--- src/logic/ang_pkg.sv ---
/*
 Shared constants and types for the recording-path gain control register bank:
 register offsets, field layouts, reset values and debounce timing.
 Assumes one 200 MHz system clock shared by the bank and the gain loop.
*/
package ang_pkg;

	// ----------------------------------------------------------------
	// register map
	// ----------------------------------------------------------------
	localparam logic [7:0] ADDR_RIGHT_NG_CTRL  = 8'h1F;
	localparam logic [7:0] ADDR_LEFT_GAIN      = 8'h20;
	localparam logic [7:0] ADDR_RIGHT_GAIN     = 8'h21;
	localparam logic [7:0] ADDR_LEFT_DEBOUNCE  = 8'h22;
	localparam logic [7:0] RD_UNMAPPED         = 8'h00;

	// right noise gate control layout: hyst[7:6] thr[5:1] clip[0]
	typedef struct packed {
		logic [1:0] hyst;
		logic [4:0] thr;
		logic       clip;
	} ang_rctl_t;

	// left debounce layout: noise[7:3] sig[2:0]
	typedef struct packed {
		logic [4:0] noise;
		logic [2:0] sig;
	} ang_dbn_t;

	// decoded right channel settings handed to the gain loop
	typedef struct packed {
		logic       noise_det_en;
		logic [1:0] hyst_db;
		logic [6:0] thr_db;
		logic       clip_en;
		logic       agc_active;
		logic [6:0] gain_cap;
	} ang_rcfg_t;

	localparam ang_rctl_t RCTL_RST  = '{hyst: 2'h0, thr: 5'h00, clip: 1'b0};
	localparam ang_dbn_t  DBN_RST   = '{noise: 5'h00, sig: 3'h0};
	localparam logic [7:0] GAIN_RST = 8'h00;

	// ----------------------------------------------------------------
	// field encodings
	// ----------------------------------------------------------------
	localparam logic [1:0] HYST_OFF      = 2'h3;
	localparam logic [4:0] THR_OFF       = 5'h00;
	localparam logic [6:0] THR_BASE_DB   = 7'h1C;
	localparam logic [7:0] GAIN_MIN      = 8'hE8;
	localparam logic [7:0] GAIN_MAX      = 8'h77;
	localparam logic [6:0] MAX_GAIN_SAT  = 7'h77;
	localparam logic [4:0] NOISE_LIN_END = 5'h07;
	localparam logic [4:0] NOISE_LONG_SH = 5'h07;

	// ----------------------------------------------------------------
	// timing: debounce unit of 0.5 ms at a 5 ns clock
	// ----------------------------------------------------------------
	localparam int          CLK_PERIOD_NS = 5;
	localparam int          DEB_UNIT_NS   = 500000;
	localparam logic [31:0] DEB_UNIT_CYC  = 32'(DEB_UNIT_NS / CLK_PERIOD_NS);

endpackage

--- src/logic/ang_debounce.sv ---
/*
 Silence / signal-presence debouncer for one gain control channel.
 Assumes i_below comes from logic on the same clock; counts are in cycles.
*/
`timescale 1ns/10ps
module ang_debounce (
	input  wire logic        i_sys_clk,
	input  wire logic        i_reset_n,
	input  wire logic        i_en,
	input  wire logic        i_below,
	input  wire logic [31:0] i_noise_cyc,
	input  wire logic [31:0] i_sig_cyc,
	output logic             o_silent
);
	import ang_pkg::*;

	typedef enum logic {
		DB_SIGNAL = 1'b0,
		DB_QUIET  = 1'b1
	} ang_db_state_t;

	ang_db_state_t state_reg;
	logic [31:0]   cnt_reg;

	// ----------------------------------------------------------------
	// state and run counter
	// ----------------------------------------------------------------
	// a run must last count+1 cycles; any break restarts the count
	always_ff @(posedge i_sys_clk) begin
		if (!i_reset_n || !i_en) begin
			state_reg <= DB_SIGNAL;
			cnt_reg   <= '0;
		end else begin
			case (state_reg)
				DB_SIGNAL: begin
					if (!i_below) begin
						cnt_reg <= '0;
					end else if (cnt_reg >= i_noise_cyc) begin
						state_reg <= DB_QUIET;
						cnt_reg   <= '0;
					end else begin
						cnt_reg <= cnt_reg + 32'h1;
					end
				end
				DB_QUIET: begin
					if (i_below) begin
						cnt_reg <= '0;
					end else if (cnt_reg >= i_sig_cyc) begin
						state_reg <= DB_SIGNAL;
						cnt_reg   <= '0;
					end else begin
						cnt_reg <= cnt_reg + 32'h1;
					end
				end
				default: begin
					state_reg <= DB_SIGNAL;
					cnt_reg   <= '0;
				end
			endcase
		end
	end

	assign o_silent = (state_reg == DB_QUIET);

	// ----------------------------------------------------------------
	// checks
	// ----------------------------------------------------------------
	property p_quiet_after_run;
		@(posedge i_sys_clk) disable iff (!i_reset_n)
		(i_en && !o_silent && i_below && cnt_reg >= i_noise_cyc) |=> (o_silent || !$past(i_en, 1));
	endproperty
	a_quiet_after_run: assert property (p_quiet_after_run) else $error("silence not declared after run");

	property p_break_restarts;
		@(posedge i_sys_clk) disable iff (!i_reset_n)
		(!o_silent && !i_below) |=> (cnt_reg == 32'h0) && !o_silent;
	endproperty
	a_break_restarts: assert property (p_break_restarts) else $error("noise run not restarted");

endmodule

--- src/logic/ang_regs.sv ---
/*
 Gain control register bank for the recording path: right noise gate
 control, applied gain readback for both channels, left debounce times,
 and the silence detectors they steer.
 Assumes the control bus front end and the gain loop share i_sys_clk,
 so no input needs a synchroniser.
*/
`timescale 1ns/10ps

// How it works
// - right hysteresis code 0..2 gives 1..3 dB, code 3 turns it off
// - right threshold code zero turns off right noise and silence detection
// - nonzero threshold codes step 2 dB, -30 dB lowest up to -90 dB
// - bit zero of right control enables right clip stepping
// - right control register resets to all zeros
// - left applied gain reads back as signed half-dB value, resets zero
// - right applied gain reads back likewise, same reset, top of range set by right maximum gain
// - left noise debounce codes 0..7 give 0, then 0.5 ms doubling to 32 ms
// - left noise debounce codes 8 and up give 64 ms times (code-7)
// - left signal debounce codes give 0, then 0.5 ms doubling to 32 ms
// - listed debounce times hold only with double-rate audio off
// - right enable input turns right gain control on or off
// - right maximum gain caps applied gain, saturating at 59.5 dB
module ang_regs #(
	parameter logic [31:0] P_DEB_UNIT_CYC = ang_pkg::DEB_UNIT_CYC
) (
	input  wire logic             i_sys_clk,
	input  wire logic             i_reset_n,
	input  wire logic [7:0]       i_reg_addr,
	input  wire logic             i_reg_wr_en,
	input  wire logic [7:0]       i_reg_wr_data,
	input  wire logic             i_reg_rd_en,
	output logic      [7:0]       o_reg_rd_data,
	input  wire logic             i_double_rate_audio_mode,
	input  wire logic             i_right_agc_enable,
	input  wire logic [6:0]       i_right_max_gain,
	input  wire logic             i_left_gain_vld,
	input  wire logic [7:0]       i_left_gain,
	input  wire logic             i_right_gain_vld,
	input  wire logic [7:0]       i_right_gain,
	input  wire logic             i_left_below,
	input  wire logic [6:0]       i_right_level_db,
	output ang_pkg::ang_rcfg_t    o_right_cfg,
	output logic                  o_left_silence,
	output logic                  o_right_silence
);
	import ang_pkg::*;

	ang_rctl_t   rctl_reg;
	ang_dbn_t    dbn_reg;
	logic [7:0]  lgain_reg;
	logic [7:0]  rgain_reg;
	logic [6:0]  cap_c;
	logic [1:0]  hyst_c;
	logic [6:0]  thr_c;
	logic        rdet_en_c;
	logic        rbelow_c;
	logic [31:0] noise_cyc_c;
	logic [31:0] sig_cyc_c;
	logic        rsilent;

	// ----------------------------------------------------------------
	// helpers
	// ----------------------------------------------------------------
	// debounce code to cycles; double rate halves the unit
	function automatic logic [31:0] f_deb_cyc(input logic [4:0] code, input logic double_rate_audio_mode);
		logic [31:0] unit;
		unit = double_rate_audio_mode ? (P_DEB_UNIT_CYC >> 1) : P_DEB_UNIT_CYC;
		if (code == 5'h00) begin
			f_deb_cyc = 32'h0;
		end else if (code <= NOISE_LIN_END) begin
			f_deb_cyc = unit << (code - 5'h01);
		end else begin
			f_deb_cyc = (unit << NOISE_LONG_SH) * 32'(code - NOISE_LIN_END);
		end
	endfunction

	// keeps a signed gain inside -12 dB .. hi
	function automatic logic [7:0] f_clamp(input logic [7:0] g, input logic [7:0] hi);
		if ($signed(g) < $signed(GAIN_MIN)) begin
			f_clamp = GAIN_MIN;
		end else if ($signed(g) > $signed(hi)) begin
			f_clamp = hi;
		end else begin
			f_clamp = g;
		end
	endfunction

	// ----------------------------------------------------------------
	// writable registers
	// ----------------------------------------------------------------
	// only the two control registers accept writes
	always_ff @(posedge i_sys_clk) begin
		if (!i_reset_n) begin
			rctl_reg <= RCTL_RST;
			dbn_reg  <= DBN_RST;
		end else if (i_reg_wr_en) begin
			if (i_reg_addr == ADDR_RIGHT_NG_CTRL) begin
				rctl_reg <= ang_rctl_t'(i_reg_wr_data);
			end else if (i_reg_addr == ADDR_LEFT_DEBOUNCE) begin
				dbn_reg <= ang_dbn_t'(i_reg_wr_data);
			end
		end
	end

	// ----------------------------------------------------------------
	// applied gain readback
	// ----------------------------------------------------------------
	// bus writes never reach these; only the gain loop updates them
	always_ff @(posedge i_sys_clk) begin
		if (!i_reset_n) begin
			lgain_reg <= GAIN_RST;
		end else if (i_left_gain_vld) begin
			lgain_reg <= f_clamp(i_left_gain, GAIN_MAX);
		end
	end

	// right gain frozen while the right loop is off
	always_ff @(posedge i_sys_clk) begin
		if (!i_reset_n) begin
			rgain_reg <= GAIN_RST;
		end else if (i_right_gain_vld && i_right_agc_enable) begin
			rgain_reg <= f_clamp(i_right_gain, {1'b0, cap_c});
		end
	end

	// ----------------------------------------------------------------
	// read port
	// ----------------------------------------------------------------
	// data appears one cycle after the read strobe
	always_ff @(posedge i_sys_clk) begin
		if (!i_reset_n) begin
			o_reg_rd_data <= RD_UNMAPPED;
		end else if (i_reg_rd_en) begin
			if (i_reg_addr == ADDR_RIGHT_NG_CTRL) begin
				o_reg_rd_data <= rctl_reg;
			end else if (i_reg_addr == ADDR_LEFT_GAIN) begin
				o_reg_rd_data <= lgain_reg;
			end else if (i_reg_addr == ADDR_RIGHT_GAIN) begin
				o_reg_rd_data <= rgain_reg;
			end else if (i_reg_addr == ADDR_LEFT_DEBOUNCE) begin
				o_reg_rd_data <= dbn_reg;
			end else begin
				o_reg_rd_data <= RD_UNMAPPED;
			end
		end
	end

	// ----------------------------------------------------------------
	// field decode
	// ----------------------------------------------------------------
	assign cap_c     = (i_right_max_gain > MAX_GAIN_SAT) ? MAX_GAIN_SAT : i_right_max_gain;
	assign hyst_c    = (rctl_reg.hyst == HYST_OFF) ? 2'h0 : rctl_reg.hyst + 2'h1;
	assign thr_c     = THR_BASE_DB + {1'b0, rctl_reg.thr, 1'b0};
	assign rdet_en_c = (rctl_reg.thr != THR_OFF) && i_right_agc_enable;
	assign noise_cyc_c = f_deb_cyc(dbn_reg.noise, i_double_rate_audio_mode);
	assign sig_cyc_c   = f_deb_cyc({2'h0, dbn_reg.sig}, i_double_rate_audio_mode);

	// level is attenuation in dB; hysteresis only delays the way back out
	always_comb begin
		if (rsilent) begin
			rbelow_c = ({1'b0, i_right_level_db} + {6'h00, hyst_c}) >= {1'b0, thr_c};
		end else begin
			rbelow_c = i_right_level_db > thr_c;
		end
	end

	// ----------------------------------------------------------------
	// decoded settings out
	// ----------------------------------------------------------------
	always_ff @(posedge i_sys_clk) begin
		if (!i_reset_n) begin
			o_right_cfg <= '0;
		end else begin
			o_right_cfg.noise_det_en <= rdet_en_c;
			o_right_cfg.hyst_db      <= hyst_c;
			o_right_cfg.thr_db       <= rdet_en_c ? thr_c : 7'h00;
			o_right_cfg.clip_en      <= rctl_reg.clip;
			o_right_cfg.agc_active   <= i_right_agc_enable;
			o_right_cfg.gain_cap     <= cap_c;
		end
	end

	// ----------------------------------------------------------------
	// silence detectors
	// ----------------------------------------------------------------
	// the right debounce times live elsewhere, so right runs undebounced
	ang_debounce u_left_db (
		.i_sys_clk   (i_sys_clk),
		.i_reset_n   (i_reset_n),
		.i_en        (1'b1),
		.i_below     (i_left_below),
		.i_noise_cyc (noise_cyc_c),
		.i_sig_cyc   (sig_cyc_c),
		.o_silent    (o_left_silence)
	);

	ang_debounce u_right_db (
		.i_sys_clk   (i_sys_clk),
		.i_reset_n   (i_reset_n),
		.i_en        (rdet_en_c),
		.i_below     (rbelow_c),
		.i_noise_cyc (32'h0),
		.i_sig_cyc   (32'h0),
		.o_silent    (rsilent)
	);

	assign o_right_silence = rsilent;

	// ----------------------------------------------------------------
	// checks
	// ----------------------------------------------------------------
	property p_hyst_map;
		@(posedge i_sys_clk) disable iff (!i_reset_n)
		(rctl_reg.hyst == HYST_OFF) |=> (o_right_cfg.hyst_db == 2'h0);
	endproperty
	a_hyst_map: assert property (p_hyst_map) else $error("hysteresis not off for code 3");

	property p_noise_off;
		@(posedge i_sys_clk) disable iff (!i_reset_n)
		(rctl_reg.thr == THR_OFF) |=> !o_right_cfg.noise_det_en && !o_right_silence;
	endproperty
	a_noise_off: assert property (p_noise_off) else $error("right detection not off");

	property p_thr_step;
		@(posedge i_sys_clk) disable iff (!i_reset_n)
		(rdet_en_c && rctl_reg.thr == 5'h1F) |=> (o_right_cfg.thr_db == 7'h5A);
	endproperty
	a_thr_step: assert property (p_thr_step) else $error("top threshold not 90 dB");

	property p_clip_write;
		@(posedge i_sys_clk) disable iff (!i_reset_n)
		(i_reg_wr_en && i_reg_addr == ADDR_RIGHT_NG_CTRL) |=> ##1 (o_right_cfg.clip_en == $past(i_reg_wr_data[0], 2));
	endproperty
	a_clip_write: assert property (p_clip_write) else $error("clip stepping not following write");

	property p_reset_ctl;
		@(posedge i_sys_clk) disable iff (!i_reset_n)
		$rose(i_reset_n) |-> (rctl_reg == RCTL_RST) && (lgain_reg == GAIN_RST) && (rgain_reg == GAIN_RST);
	endproperty
	a_reset_ctl: assert property (p_reset_ctl) else $error("registers not zero after reset");

	property p_lgain_ro;
		@(posedge i_sys_clk) disable iff (!i_reset_n)
		(i_reg_wr_en && i_reg_addr == ADDR_LEFT_GAIN && !i_left_gain_vld) |=> $stable(lgain_reg);
	endproperty
	a_lgain_ro: assert property (p_lgain_ro) else $error("left gain changed by write");

	property p_lgain_track;
		@(posedge i_sys_clk) disable iff (!i_reset_n)
		(i_left_gain_vld && $signed(i_left_gain) >= $signed(GAIN_MIN) && $signed(i_left_gain) <= $signed(GAIN_MAX))
			|=> (lgain_reg == $past(i_left_gain));
	endproperty
	a_lgain_track: assert property (p_lgain_track) else $error("left gain not tracking loop");

	property p_rgain_read;
		@(posedge i_sys_clk) disable iff (!i_reset_n)
		(i_reg_rd_en && i_reg_addr == ADDR_RIGHT_GAIN) |=> (o_reg_rd_data == $past(rgain_reg));
	endproperty
	a_rgain_read: assert property (p_rgain_read) else $error("right gain readback wrong");

	property p_noise_long;
		@(posedge i_sys_clk) disable iff (!i_reset_n)
		(dbn_reg.noise == 5'h1F && !i_double_rate_audio_mode) |-> (noise_cyc_c == P_DEB_UNIT_CYC * 32'd3072);
	endproperty
	a_noise_long: assert property (p_noise_long) else $error("longest noise debounce wrong");

	property p_sig_short;
		@(posedge i_sys_clk) disable iff (!i_reset_n)
		(dbn_reg.sig == 3'h7 && !i_double_rate_audio_mode) |-> (sig_cyc_c == P_DEB_UNIT_CYC * 32'd64);
	endproperty
	a_sig_short: assert property (p_sig_short) else $error("32 ms signal debounce wrong");

	property p_dra_half;
		@(posedge i_sys_clk) disable iff (!i_reset_n)
		(dbn_reg.sig == 3'h1 && i_double_rate_audio_mode) |-> (sig_cyc_c == (P_DEB_UNIT_CYC >> 1));
	endproperty
	a_dra_half: assert property (p_dra_half) else $error("double rate scaling wrong");

	property p_rgain_cap;
		@(posedge i_sys_clk) disable iff (!i_reset_n)
		(i_right_gain_vld && i_right_agc_enable && $signed(i_right_gain) > $signed({1'b0, cap_c}))
			|=> (rgain_reg == {1'b0, $past(cap_c)});
	endproperty
	a_rgain_cap: assert property (p_rgain_cap) else $error("right gain above cap");

	property p_right_off;
		@(posedge i_sys_clk) disable iff (!i_reset_n)
		!i_right_agc_enable |=> $stable(rgain_reg) && !o_right_cfg.agc_active;
	endproperty
	a_right_off: assert property (p_right_off) else $error("right loop active while off");

	property p_hyst_step;
		@(posedge i_sys_clk) disable iff (!i_reset_n)
		(rctl_reg.hyst != HYST_OFF) |=> (o_right_cfg.hyst_db == $past(rctl_reg.hyst) + 2'h1);
	endproperty
	a_hyst_step: assert property (p_hyst_step) else $error("hysteresis step wrong");

	property p_lgain_floor;
		@(posedge i_sys_clk) disable iff (!i_reset_n)
		(i_left_gain_vld && $signed(i_left_gain) < $signed(GAIN_MIN)) |=> (lgain_reg == GAIN_MIN);
	endproperty
	a_lgain_floor: assert property (p_lgain_floor) else $error("left gain below floor");

	property p_rgain_ro;
		@(posedge i_sys_clk) disable iff (!i_reset_n)
		(i_reg_wr_en && i_reg_addr == ADDR_RIGHT_GAIN && !(i_right_gain_vld && i_right_agc_enable))
			|=> $stable(rgain_reg);
	endproperty
	a_rgain_ro: assert property (p_rgain_ro) else $error("right gain changed by write");

endmodule
--- config.mk ---
export PLATFORM = sky130hd
export DESIGN_NAME = ang_regs
export DESIGN_NICKNAME = d
export VERILOG_FILES = /design/src/logic/ang_pkg.sv /design/src/logic/ang_debounce.sv /design/src/logic/ang_regs.sv
export SDC_FILE = /design/constraint.sdc
export NUM_CORES = 1
export LEC_CHECK = 0
export ABC_AREA = 1
export BUFFER_PORTS_ARGS = -buffer_cell sky130_fd_sc_hd__clkbuf_2
export CAP_MARGIN = 20
export CORE_UTILIZATION = 65
export DETAILED_ROUTE_END_ITERATION = 7
export PLACE_DENSITY_LB_ADDON = 0.12
export SLEW_MARGIN = 20
export SYNTH_ARGS = -nofsm -noshare
export SYNTH_HDL_FRONTEND = slang
export SYNTH_HIERARCHICAL = 1
export SYNTH_SLANG_ARGS = --single-unit
--- constraint.sdc ---
create_clock -name i_sys_clk -period 14.5 [get_ports i_sys_clk]
set_clock_uncertainty 0.05 [all_clocks]
set_input_delay 2.9 -clock i_sys_clk [delete_from_list [all_inputs] [get_ports i_sys_clk]]
set_output_delay 2.9 -clock i_sys_clk [all_outputs]
set_load 0.05 [all_outputs]
# Word-level counts from Yosys, hierarchy flattened
# Cells that the tools add are included.
[totals]
ramBits = 0
romBits = 0
out_inout_bits = 29
register_bits = 125
elab_cells = 93
input_bits = 55
memories = 0
latchBits = 0
[classes]
n_eq_ne = 5
reduce_logical = 11
shift = 2
div_mod_pow = 0
mux = 34
bitwise_logic = 3
mul = 1
n_addsub = 8
order_cmp = 11
[ops]
columns = ["op", "n"]
rows = [
  ["32-bit 2-to-1 mux", 10],
  ["32-bit case mux with 2 select lines", 2],
  ["32-bit by 1-bit adder with 32-bit output (second input constant)", 2],
  ["32-bit greater-or-equal comparator", 2],
  ["8-bit 2-to-1 mux", 8],
  ["32-bit by 1-bit greater-or-equal comparator with 1-bit output (second input constant)", 1],
  ["25-bit by 32-bit multiplier with 25-bit output", 1],
  ["17-bit by 5-bit left shift with 32-bit output", 1],
  ["32-bit by 5-bit left shift with 32-bit output", 1],
  ["8-bit by 6-bit equality test with 1-bit output (second input constant)", 3],
  ["17-bit 2-to-1 mux", 1],
  ["8-bit by 6-bit < comparator with 1-bit output (second input constant)", 2],
  ["1-bit 2-to-1 mux", 9],
  ["7-bit by 2-bit adder with 8-bit output", 1],
  ["8-bit by 5-bit equality test with 1-bit output (second input constant)", 1],
  ["8-bit by 7-bit greater-or-equal comparator with 1-bit output", 1],
  ["8-bit greater-than comparator", 1],
  ["8-bit greater-than comparator (second input constant)", 1],
  ["5-bit by 6-bit adder with 7-bit output (first input constant)", 1],
  ["7-bit greater-than comparator", 1],
  ["7-bit greater-than comparator (second input constant)", 1],
  ["7-bit 2-to-1 mux", 1],
  ["5-bit by 3-bit subtractor with 6-bit output (second input constant)", 1],
  ["5-bit by 3-bit <= comparator with 1-bit output (second input constant)", 1],
  ["other kinds (15)", 21],
]

# Longest topological paths before layout
# Gate-level depths: netlist of run 1.
[logic_depth]
word_depth = 8
mapped_depth = 43
mapped_depth_nobuf = 43

# Cells and area by module
# The synthesis of run 1 kept the hierarchy.
[modules_own_cells]
columns = ["mod", "seq_area_each_um2", "area_per_inst_um2", "cells_each", "instances"]
rows = [
  ["ang_debounce", 660.6, 3915.0, 582, 2],
  ["ang_regs", 1161.1, 7329.5, 1085, 1],
]

# Least setup slack after synthesis of run 1
# No wires, ideal clock.
[synth_path]
path_kind = "input -> register"
start = "in i_double_rate_audio_mode"
end = "reg u_left_db.cnt_reg[10]"
arrival_time_ns = 8.488
stages = 33
path_buffers = 3
path_slack_ns = 5.840
setup_ns = 0.122
required_ns = 14.328
path_cell_list = "buf_2 -> inv_1 -> buf_2 -> or2_2 -> fa_1 -> inv_1 -> ha_1 -> inv_1 -> fa_1 -> fa_1 -> inv_1 -> fa_1 -> ha_1 -> ha_1 -> nand2_1 -> nor2_1 -> and2_1 -> nand2_1 -> nand2_1 -> nand2_1 -> nand2_1 -> nand2_1 -> a21oi_2 -> inv_1 -> ha_1 -> nand2_1 -> nor2_1 -> nand2_1 -> nor4_1 -> nand2_1 -> nand3_4 -> buf_6 -> a21oi_2"
[synth_via]
elab_chain_len = 8
elab_cells_between_ends = 14
classes_between = "mul: 1; order compare: 2; shift: 2; mux: 9"
[synth_rtl]
columns = ["item", "line_no", "source"]
rows = [
  ["start: declaration", "ang_regs.sv:34", "input wire logic i_double_rate_audio_mode,"],
  ["17-bit 2-to-1 mux (*)", "ang_regs.sv:68", "unit = double_rate_audio_mode ? (P_DEB_UNIT_CYC >> 1) : P_DEB_UNIT_CYC;"],
  ["25-bit by 32-bit multiplier with 25-bit output / 32-bit by 5-bit left shift with 32-bit output (equally long branches)", "ang_regs.sv:74, ang_regs.sv:72", ""],
  ["32-bit 2-to-1 mux (*)", "ang_regs.sv:71", "end else if (code <= NOISE_LIN_END) begin"],
  ["32-bit 2-to-1 mux (*)", "ang_regs.sv:69", "if (code == 5'h00) begin"],
  ["via noise_cyc_c[30]", "ang_regs.sv:58", "logic [31:0] noise_cyc_c;"],
  ["32-bit greater-or-equal comparator (*)", "ang_debounce.sv:38", "end else if (cnt_reg >= i_noise_cyc) begin"],
  ["32-bit 2-to-1 mux (*)", "ang_debounce.sv:38", ""],
  ["32-bit 2-to-1 mux (*)", "ang_debounce.sv:36", "if (!i_below) begin"],
  ["32-bit case mux with 2 select lines (*)", "ang_debounce.sv:34", "case (state_reg)"],
  ["end signal: assignment", "ang_debounce.sv:42", "cnt_reg <= cnt_reg + 32'h1;"],
  ["end signal: assignment", "ang_debounce.sv:52", "cnt_reg <= cnt_reg + 32'h1;"],
  ["end: declaration", "ang_debounce.sv:23", "logic [31:0] cnt_reg;"],
]
# Mark *: on every way through the listed nets, which the timed path passes. The rest lies on a longest branch.
# A chain may end at the register's enable or synchronous reset.

# Worst setup path after layout of run 1
[layout_path]
start = "in i_double_rate_audio_mode"
end = "reg u_left_db.cnt_reg[7]"
# Same word-level chain as after synthesis.

==> results of run 1 <==
==> cells in the final DEF (no fill, tap or decap), drive strengths merged, types with 2 or more instances in the layout <==
cell type,Yosys,routed
o21bai,13,13
xor2,16,16
a31oi,8,8
nor4,7,7
ha,239,239
nand3,134,134
o22ai,6,6
fa,39,39
or2,28,28
o211ai,5,5
clkinv,4,8
a21o,12,12
inv,410,418
nand4,33,33
conb,2,82
a31o,4,4
nand2,537,537
nand3b,10,10
dfxtp,124,124
bufinv,0,2
o21ai,104,104
nor2,212,212
a211oi,4,4
xnor2,4,4
nor3,38,38
o21a,9,9
a21oi,192,192
clkbuf,10,99
o221ai,6,6
==> area by class of cell <==
cell class,count,area (um2)
well taps,313,392
clock buffers,17,425
flip-flops and latches,124,2480
fillers,1945,6230
inverters,414,1550
repair buffers,82,410
multi-input cells,1748,11100
clock inverters,15,174
==> layer usage <==
metal | GRT usage | share of wire | vias to the layer above
met5 | 0 | 0 | -
met1 | 0.420 | 0.45 | 6738
met3 | 0.0476 | 0.051 | 78
li1 | - | - | 7464
met4 | 0.0915 | 0.019 | 0
met2 | 0.580 | 0.48 | 405
==> where the power goes <==
part / switching, uW / internal, uW
Sequential: 2.32 / 345
Combinational: 333 / 191
Clock: 185 / 259
Total: 520 / 795
==> path summary, 6_finish.rpt <==
| kind | end | slack [ns] | depth (start not counted) |
|---|---|---|---|
| min reg2reg | o_right_cfg[8] | 0.39 | 2 |
| max reg2reg | u_left_db/cnt_reg[7] | 7.07 | 30 |
| max | u_left_db/cnt_reg[7] | 5.05 | 30 |
| min | o_right_cfg[8] | 0.39 | 2 |
==> critical path, delay by kind of cell <==
kind	cells	cell delay (ns)
adder cells (fa/ha/maj)	8	2.90
buffers and inverters	5	0.90
AND/OR/NAND/NOR	10	1.87
XOR/XNOR	1	0.16
AO/OA/AOI/OAI	6	1.00
==> logic make-up (layout without fill, tap and decap cells) <==
family / after synthesis / count (layout) / share of synthesized area
adders and majority gates: 278 / 278 / 0.249
buffers and inverters: 457 / 528 / 0.123
DFF: 124 / 124 / 0.164
and+or+nand+nor: 1003 / 1003 / 0.303
xor gates and xnor gates: 20 / 20 / 0.0116
AOI/OAI and AO/OA: 365 / 365 / 0.149
other: 2 / 82 / 0.000495
==> Yosys cell counts (all sizes together) <==
cell type	n
nand2	537
inv	410
ha	239
nor2	212
a21oi	192
nand3	134
dfxtp	124
o21ai	104
fa	39
nor3	38
buf	33
nand4	33
or2	28
xor2	16
o21bai	13
a21o	12
clkbuf	10
nand3b	10
o21a	9
a31oi	8
nor4	7
o221ai	6
o22ai	6
o211ai	5
a211oi	4
a31o	4
clkinv	4
xnor2	4
conb	2
a221oi	1
and2	1
and3	1
and3b	1
nor3b	1
o2111ai	1
==> stage by stage <==
stage	utilization	hold slack [ns]
finish	0.727	0.391
global route	0.727	0.406
CTS	0.727	0.389
detailed placement	0.700	0.387
global placement	0.700	0.383
floorplan	-	0.357
==> results by group, run 1 <==
Run status
  – Status: complete, no violations

Yosys
  – Share of the synthesized area in the top cell type: 0.197
  – Yosys cell types: between 50 and 60
  – Post-Syn Area: 15,200 um2
  – Avg Cell Area, Syn: 6.74 um2
  – Flip-flop and latch count after synthesis: about 120
  – Synth Warn #: 6
  – Cells after Synth: ~2,200
  – Post-synthesis sequential area ratio: 0.164
  – Synth top area cells: ha_1, dfxtp_1, nand2_1
  – Leading area contributor after synthesis: ha_1

Place
  – Placed cells: 2,681
  – Pre-CTS setup slack: around 4.6 ns
  – DP Area: 15,900 um2
  – Port-buffer cells: 82
  – Post-detail-place hpwl: 30,300 um
  – RePlAce Congestion: 0.954

Pwr
  – Final Power: 1320 uW
  – Pwr dens: 79.5 nW/um2
  – Static leakage: 0.00825 uW
  – Worst VDD drop: 0.101 mV

Global routing
  – Pin count of the biggest net entering global routing: 33
  – Global route overflow: 0
  – Antenna violations before repair: 0
  – First-pass GRT wire length: 64,600 um
  – Vias in the first global route: 14,200
  – GRT Overall Usage: 0.330

Drt
  – DR vias: 14,700
  – Number of remaining DRC errors: 0
  – DR vias/cell: 5.41
  – Drt pass-1 iters: 5
  – Routed wire per std cell: around 14 um
  – Final ANT Viol Nets: 0
  – WL final: 38,200 um
  – Iter 0 DRT Violations: 1,107

Setup path
  – Crit-path max cell delay: 0.61 ns
  – WP data arrival: about 10 ns
  – Crit Path Category: input port to register
  – Slowest library cell on the worst path: nor2_1
  – CP Capture Type: register
  – Nature of the critical path startpoint: input port
  – Top cell by count, worst path: ha_1
  – CP Launch Point: i_double_rate_audio_mode
  – RR Startpoint: dbn_reg[3]
  – Worst EP required: 14.79 ns
  – Largest fanout on the critical path: 32

Finish
  – Nets: 2,720
  – Number of diodes: 0
  – Area delta synth->final: 9.16%
  – Post-route cell area: ~17,000 um2
  – Layout cells sized above 1: 0.125
  – Layout Cells excl Fill: 2,713

Clock network
  – Clock Tree Root: clkbuf_16
  – H-tree levels: 4
  – PostCTS Resize Cnt: 0
  – CTS buffer count: 17
  – Hold-fix buffers at CTS: 0
  – Clk buf depth: 2
  – Clk sinks: 124
  – Insertion delay to the later sink of the worst-skew pair: 0.43 ns
  – Clock Pin Slew Worst Setup and Hold Paths: 0.07 ns
  – Setup Buffers After CTS: 0
  – CTS tree: built

Run
  – Max_cap viols: 0

Timing
  – Setup violations, final: 0
  – Max Fclk: 0.106 GHz
  – Setup TNS: 0 ns
  – Final slew viol count: 0
  – Worst-margin pin slew: approximately 1.1 ns
  – Final hold violation count: 0
  – Worst setup margin: 5.05 ns
  – Worst relative slew slack: 0.266
  – Min Clock Period, post-route: 9.45 ns
  – Tcrit/Tclk final: 0.652
  – RSZ-0062 raised after global routing: no

Floorplan
  – Die width: 155 um
  – Die H: ~150 um
  – Core Area: 22,800 um2
  – Initial core utilization: 0.666
  – IO Pins: 84
  – Row count: 55
  – Die Footprint: 23,900 um2

Min path
  – Hold Crit Start: rctl_reg[0]
  – Hold WC Path Type: register to register
Power figures use the tool's default switching activity.
==> run 2, diff against run 1 <==
--- a/config.mk
+++ b/config.mk
@@ -5,10 +5,10 @@
 export SDC_FILE = /design/constraint.sdc
 export NUM_CORES = 1
 export LEC_CHECK = 0
-export ABC_AREA = 1
+export ABC_AREA = 0
 export BUFFER_PORTS_ARGS = -buffer_cell sky130_fd_sc_hd__clkbuf_2
 export CAP_MARGIN = 20
-export CORE_UTILIZATION = 65
+export CORE_UTILIZATION = 64
 export DETAILED_ROUTE_END_ITERATION = 7
 export PLACE_DENSITY_LB_ADDON = 0.12
 export SLEW_MARGIN = 20
==> constraint.sdc (replaced) <==
create_clock -name i_sys_clk -period 9.34 [get_ports i_sys_clk]
set_clock_uncertainty 0.05 [all_clocks]
set_input_delay 1.868 -clock i_sys_clk [delete_from_list [all_inputs] [get_ports i_sys_clk]]
set_output_delay 1.868 -clock i_sys_clk [all_outputs]
set_load 0.05 [all_outputs]
==> run 2 against run 1 <==
  * Utilization fell by 0.53 points
  * Register-to-register slack got worse by 6.0 ns
  * Non-clock buffer count rose by 10
  * Sequential power rose by 56%
  * Combinational power rose by 35%
  * Clock power rose by 52%
  * Sequential cell count did not move
  * Critical path type unchanged
==> results by group, run 2 <==
Clock network
  – CTS buffer count: 17 (unchanged)
  – Setup Buffers After CTS: 0 (unchanged)
  – CTS tree: built
  – Insertion delay to the later sink of the worst-skew pair: 0.43 ns (about the same)
  – Hold-fix buffers at CTS: 0 (unchanged)
  – Clock Tree Root: clkbuf_16
  – Clock Pin Slew Worst Setup and Hold Paths: 0.06 ns (about the same)
  – Clk buf depth: 2 (unchanged)
  – Clk sinks: 124 (unchanged)
  – PostCTS Resize Cnt: 0 (unchanged)
  – H-tree levels: 4 (unchanged)

Finish
  – Number of diodes: 0 (unchanged)
  – Layout Cells excl Fill: 2,063 (-24%)
  – Fill count: 1,736 (-11%)
  – Layout cells sized above 1: 0.131 (+0.00643)
  – Area delta synth->final: 10.2%
  – Commonest non-fill, non-tap cell in the layout: ha_1
  – Most frequent cells in the layout: ha_1, inv_1, dfxtp_1
  – Nets: 2,108 (-23%)

Place
  – Port-buffer cells: 82 (unchanged)
  – RePlAce Congestion: 0.998 (+4.5%)
  – Post-detail-place hpwl: 25,600 um (-16%)
  – Placed cells: 2,031 (-24%)

Timing
  – Worst-margin pin slew: 0.884 ns (-0.212 ns)
  – Setup violations, final: 0 (unchanged)
  – RSZ-0062 raised after global routing: no
  – Final slew viol count: 0 (unchanged)
  – Min Clock Period, post-route: approximately 8.5 ns
  – Worst relative slew slack: 0.406 (+0.141)
  – Tcrit/Tclk final: 0.911
  – Max Fclk: 0.118 GHz
  – Final hold violation count: 0 (unchanged)
  – Setup TNS: 0 ns (unchanged)

Global routing
  – First-pass GRT wire length: 54,700 um (-15%)
  – Pin count of the biggest net entering global routing: 61 (+85%)
  – Vias in the first global route: 11,800 (-17%)
  – Antenna violations before repair: 0 (unchanged)
  – GRT Overall Usage: 0.305 (-0.0250)
  – Global route overflow: 0 (unchanged)

Yosys
  – Cells after Synth: 1,640 (-27%)
  – Post-Syn Area: 13,800 um2 (-9.0%)
  – Yosys cell types: 92 (+70%)
  – Ys async rst share: 0 (unchanged)
  – Post-synth top cells: ha_1, inv_1, dfxtp_1, nand2_1
  – Synth top area cells: ha_1, dfxtp_1, inv_1
  – Most common cell in the netlist: ha_1
  – Flip-flop and latch count after synthesis: 124 (unchanged)
  – Number of enable flip-flop cells after synthesis: 0 (unchanged)
  – Synth Flop Type: dfxtp_1
  – Share of the synthesized area in the top cell type: 0.217 (+0.0195)
  – Synth Warn #: 6 (unchanged)
  – Post-synthesis sequential area ratio: 0.180 (+0.0162)
  – Avg Cell Area, Syn: 8.41 um2 (+25%)
  – Leading area contributor after synthesis: ha_1

Setup path
  – Reg2reg path depth: 29 (-3.3%)
  – Crit Path Category: input port to register
  – Slowest library cell on the worst path: fa_1
  – Nature of the critical path startpoint: input port
  – RR Startpoint: dbn_reg[4]
  – Worst r2r dst: u_left_db/cnt_reg[1]
  – R2R setup slack: 1.07 ns (-6.00 ns)
  – Top cell by count, worst path: ha_1
  – Crit-path max cell delay: 0.53 ns (-0.08 ns)
  – CP Launch Point: i_double_rate_audio_mode
  – CP Capture Type: register
  – Largest fanout on the critical path: 20 (-38%)
  – WP data arrival: 8.81 ns (-0.93 ns)
  – Worst EP required: 9.64 ns (-5.15 ns)

Floorplan
  – Die width: 149 um (-3.8%)
  – Row count: 53 (-3.6%)
  – IO Pins: 84 (unchanged)
  – Initial core utilization: 0.654 (-0.0113)
  – Die Footprint: 22,100 um2 (-7.5%)
  – Core Area: 21,100 um2 (-7.4%)
  – Die H: 149 um (-3.8%)

Drt
  – WL final: 32,700 um (-14%)
  – Number of remaining DRC errors: 0 (unchanged)
  – Drt pass-1 iters: 5 (unchanged)
  – Routed wire per std cell: 15.8 um (+13%)
  – Iter 0 DRT Violations: 704 (-36%)
  – DR vias: 11,900 (-19%)
  – DR vias/cell: 5.75 (+6.2%)
  – Final ANT Viol Nets: 0 (unchanged)

Pwr
  – Pwr dens: 127 nW/um2 (+59%)
  – Static leakage: 0.00673 uW (-18%)
  – Worst VDD drop: 0.120 mV (+19%)
  – Final Power: 1920 uW (+46%)

Min path
  – Hold WC Path Type: register to register
  – Hold Crit Start: rgain_reg[7]
  – Hold depth: 2 (unchanged)
  – WHS Endpoint: rgain_reg[7]

Run status
  – Status: complete, no violations

Run
  – Max_cap viols: 0 (unchanged)
run 2: changes by cell type in the layout (fill, tap and decap cells not counted), moves of 20 or more:
| cell | change |
|---|---|
| nor2_2 | -20 |
| and3_1 | +22 |
| nand2_1 | -422 |
| xnor2_1 | +29 |
| nand3_1 | -67 |
| nor2_1 | -94 |
| a21oi_1 | -38 |
| inv_1 | -172 |
| o21ai_0 | -46 |
| xor2_1 | +48 |
| nor2b_1 | +24 |
run 2: cell families after synthesis:
logic type,count (synthesis),share of synthesized area
compound gates,381,0.201
xor+xnor,99,0.0639
fa+ha+maj,278,0.273
buf+inv,289,0.0892
flops,124,0.180
mux,20,0.0155
other cells,2,0.000544
simple gates,447,0.177
run 2: through the flow:
stage	cell area (um2)	setup slack, ns	hold WS [ns]	util
floorplan	14100	0.925	0.394	-
global placement	14600	0.615	0.417	0.692
detailed placement	14600	0.455	0.426	0.693
CTS	15200	0.897	0.436	0.721
global route	15200	0.322	0.457	0.721
finish	15200	0.832	0.436	0.721
run 2: per-layer routing:
metal	GRT usage	share of wire
met1	0.380	0.44
met2	0.535	0.48
met3	0.0465	0.051
met4	0.103	0.029
met5	0	0
run 2: report_power, final:
part	total (uW)	leakage (uW)	internal (uW)	switching, uW
registers	540	0.00100	536	4.07
logic	709	0.00544	314	395
clock network	676	0.000287	420	257
run 2: final cells by class:
| type | count | area [um2] | area share |
|---|---|---|---|
| repair buffers | 92 | 518 | 0.0341 |
| flip-flops and latches | 124 | 2480 | 0.163 |
| clock inverters | 14 | 168 | 0.0110 |
| well taps | 275 | 344 | 0.0226 |
| inverters | 232 | 871 | 0.0573 |
| multi-input cells | 1308 | 10400 | 0.684 |
| clock buffers | 18 | 429 | 0.0282 |
run 2: worst max path at each step:
stage                      endpoint  slack (ns)  cells past startpoint
6_report       u_left_db/cnt_reg[1]        0.83                     29
5_1_grt        u_left_db/cnt_reg[7]        0.32                     29
4_1_cts        u_left_db/cnt_reg[1]        0.90                     29
3_5_place_dp   u_left_db/cnt_reg[1]        0.46                     29
3_3_place_gp   u_left_db/cnt_reg[1]        0.61                     29
2_1_floorplan  u_left_db/cnt_reg[0]        0.92                     27
run 2: critical path: cells and delay by family:
family                     cells  cell delay [ns]
buffers and inverters          8             0.95
AOI/OAI and AO/OA              6             1.41
and+or+nand+nor                5             0.98
adders and majority gates      9             3.42
xor gates and xnor gates       1             0.12
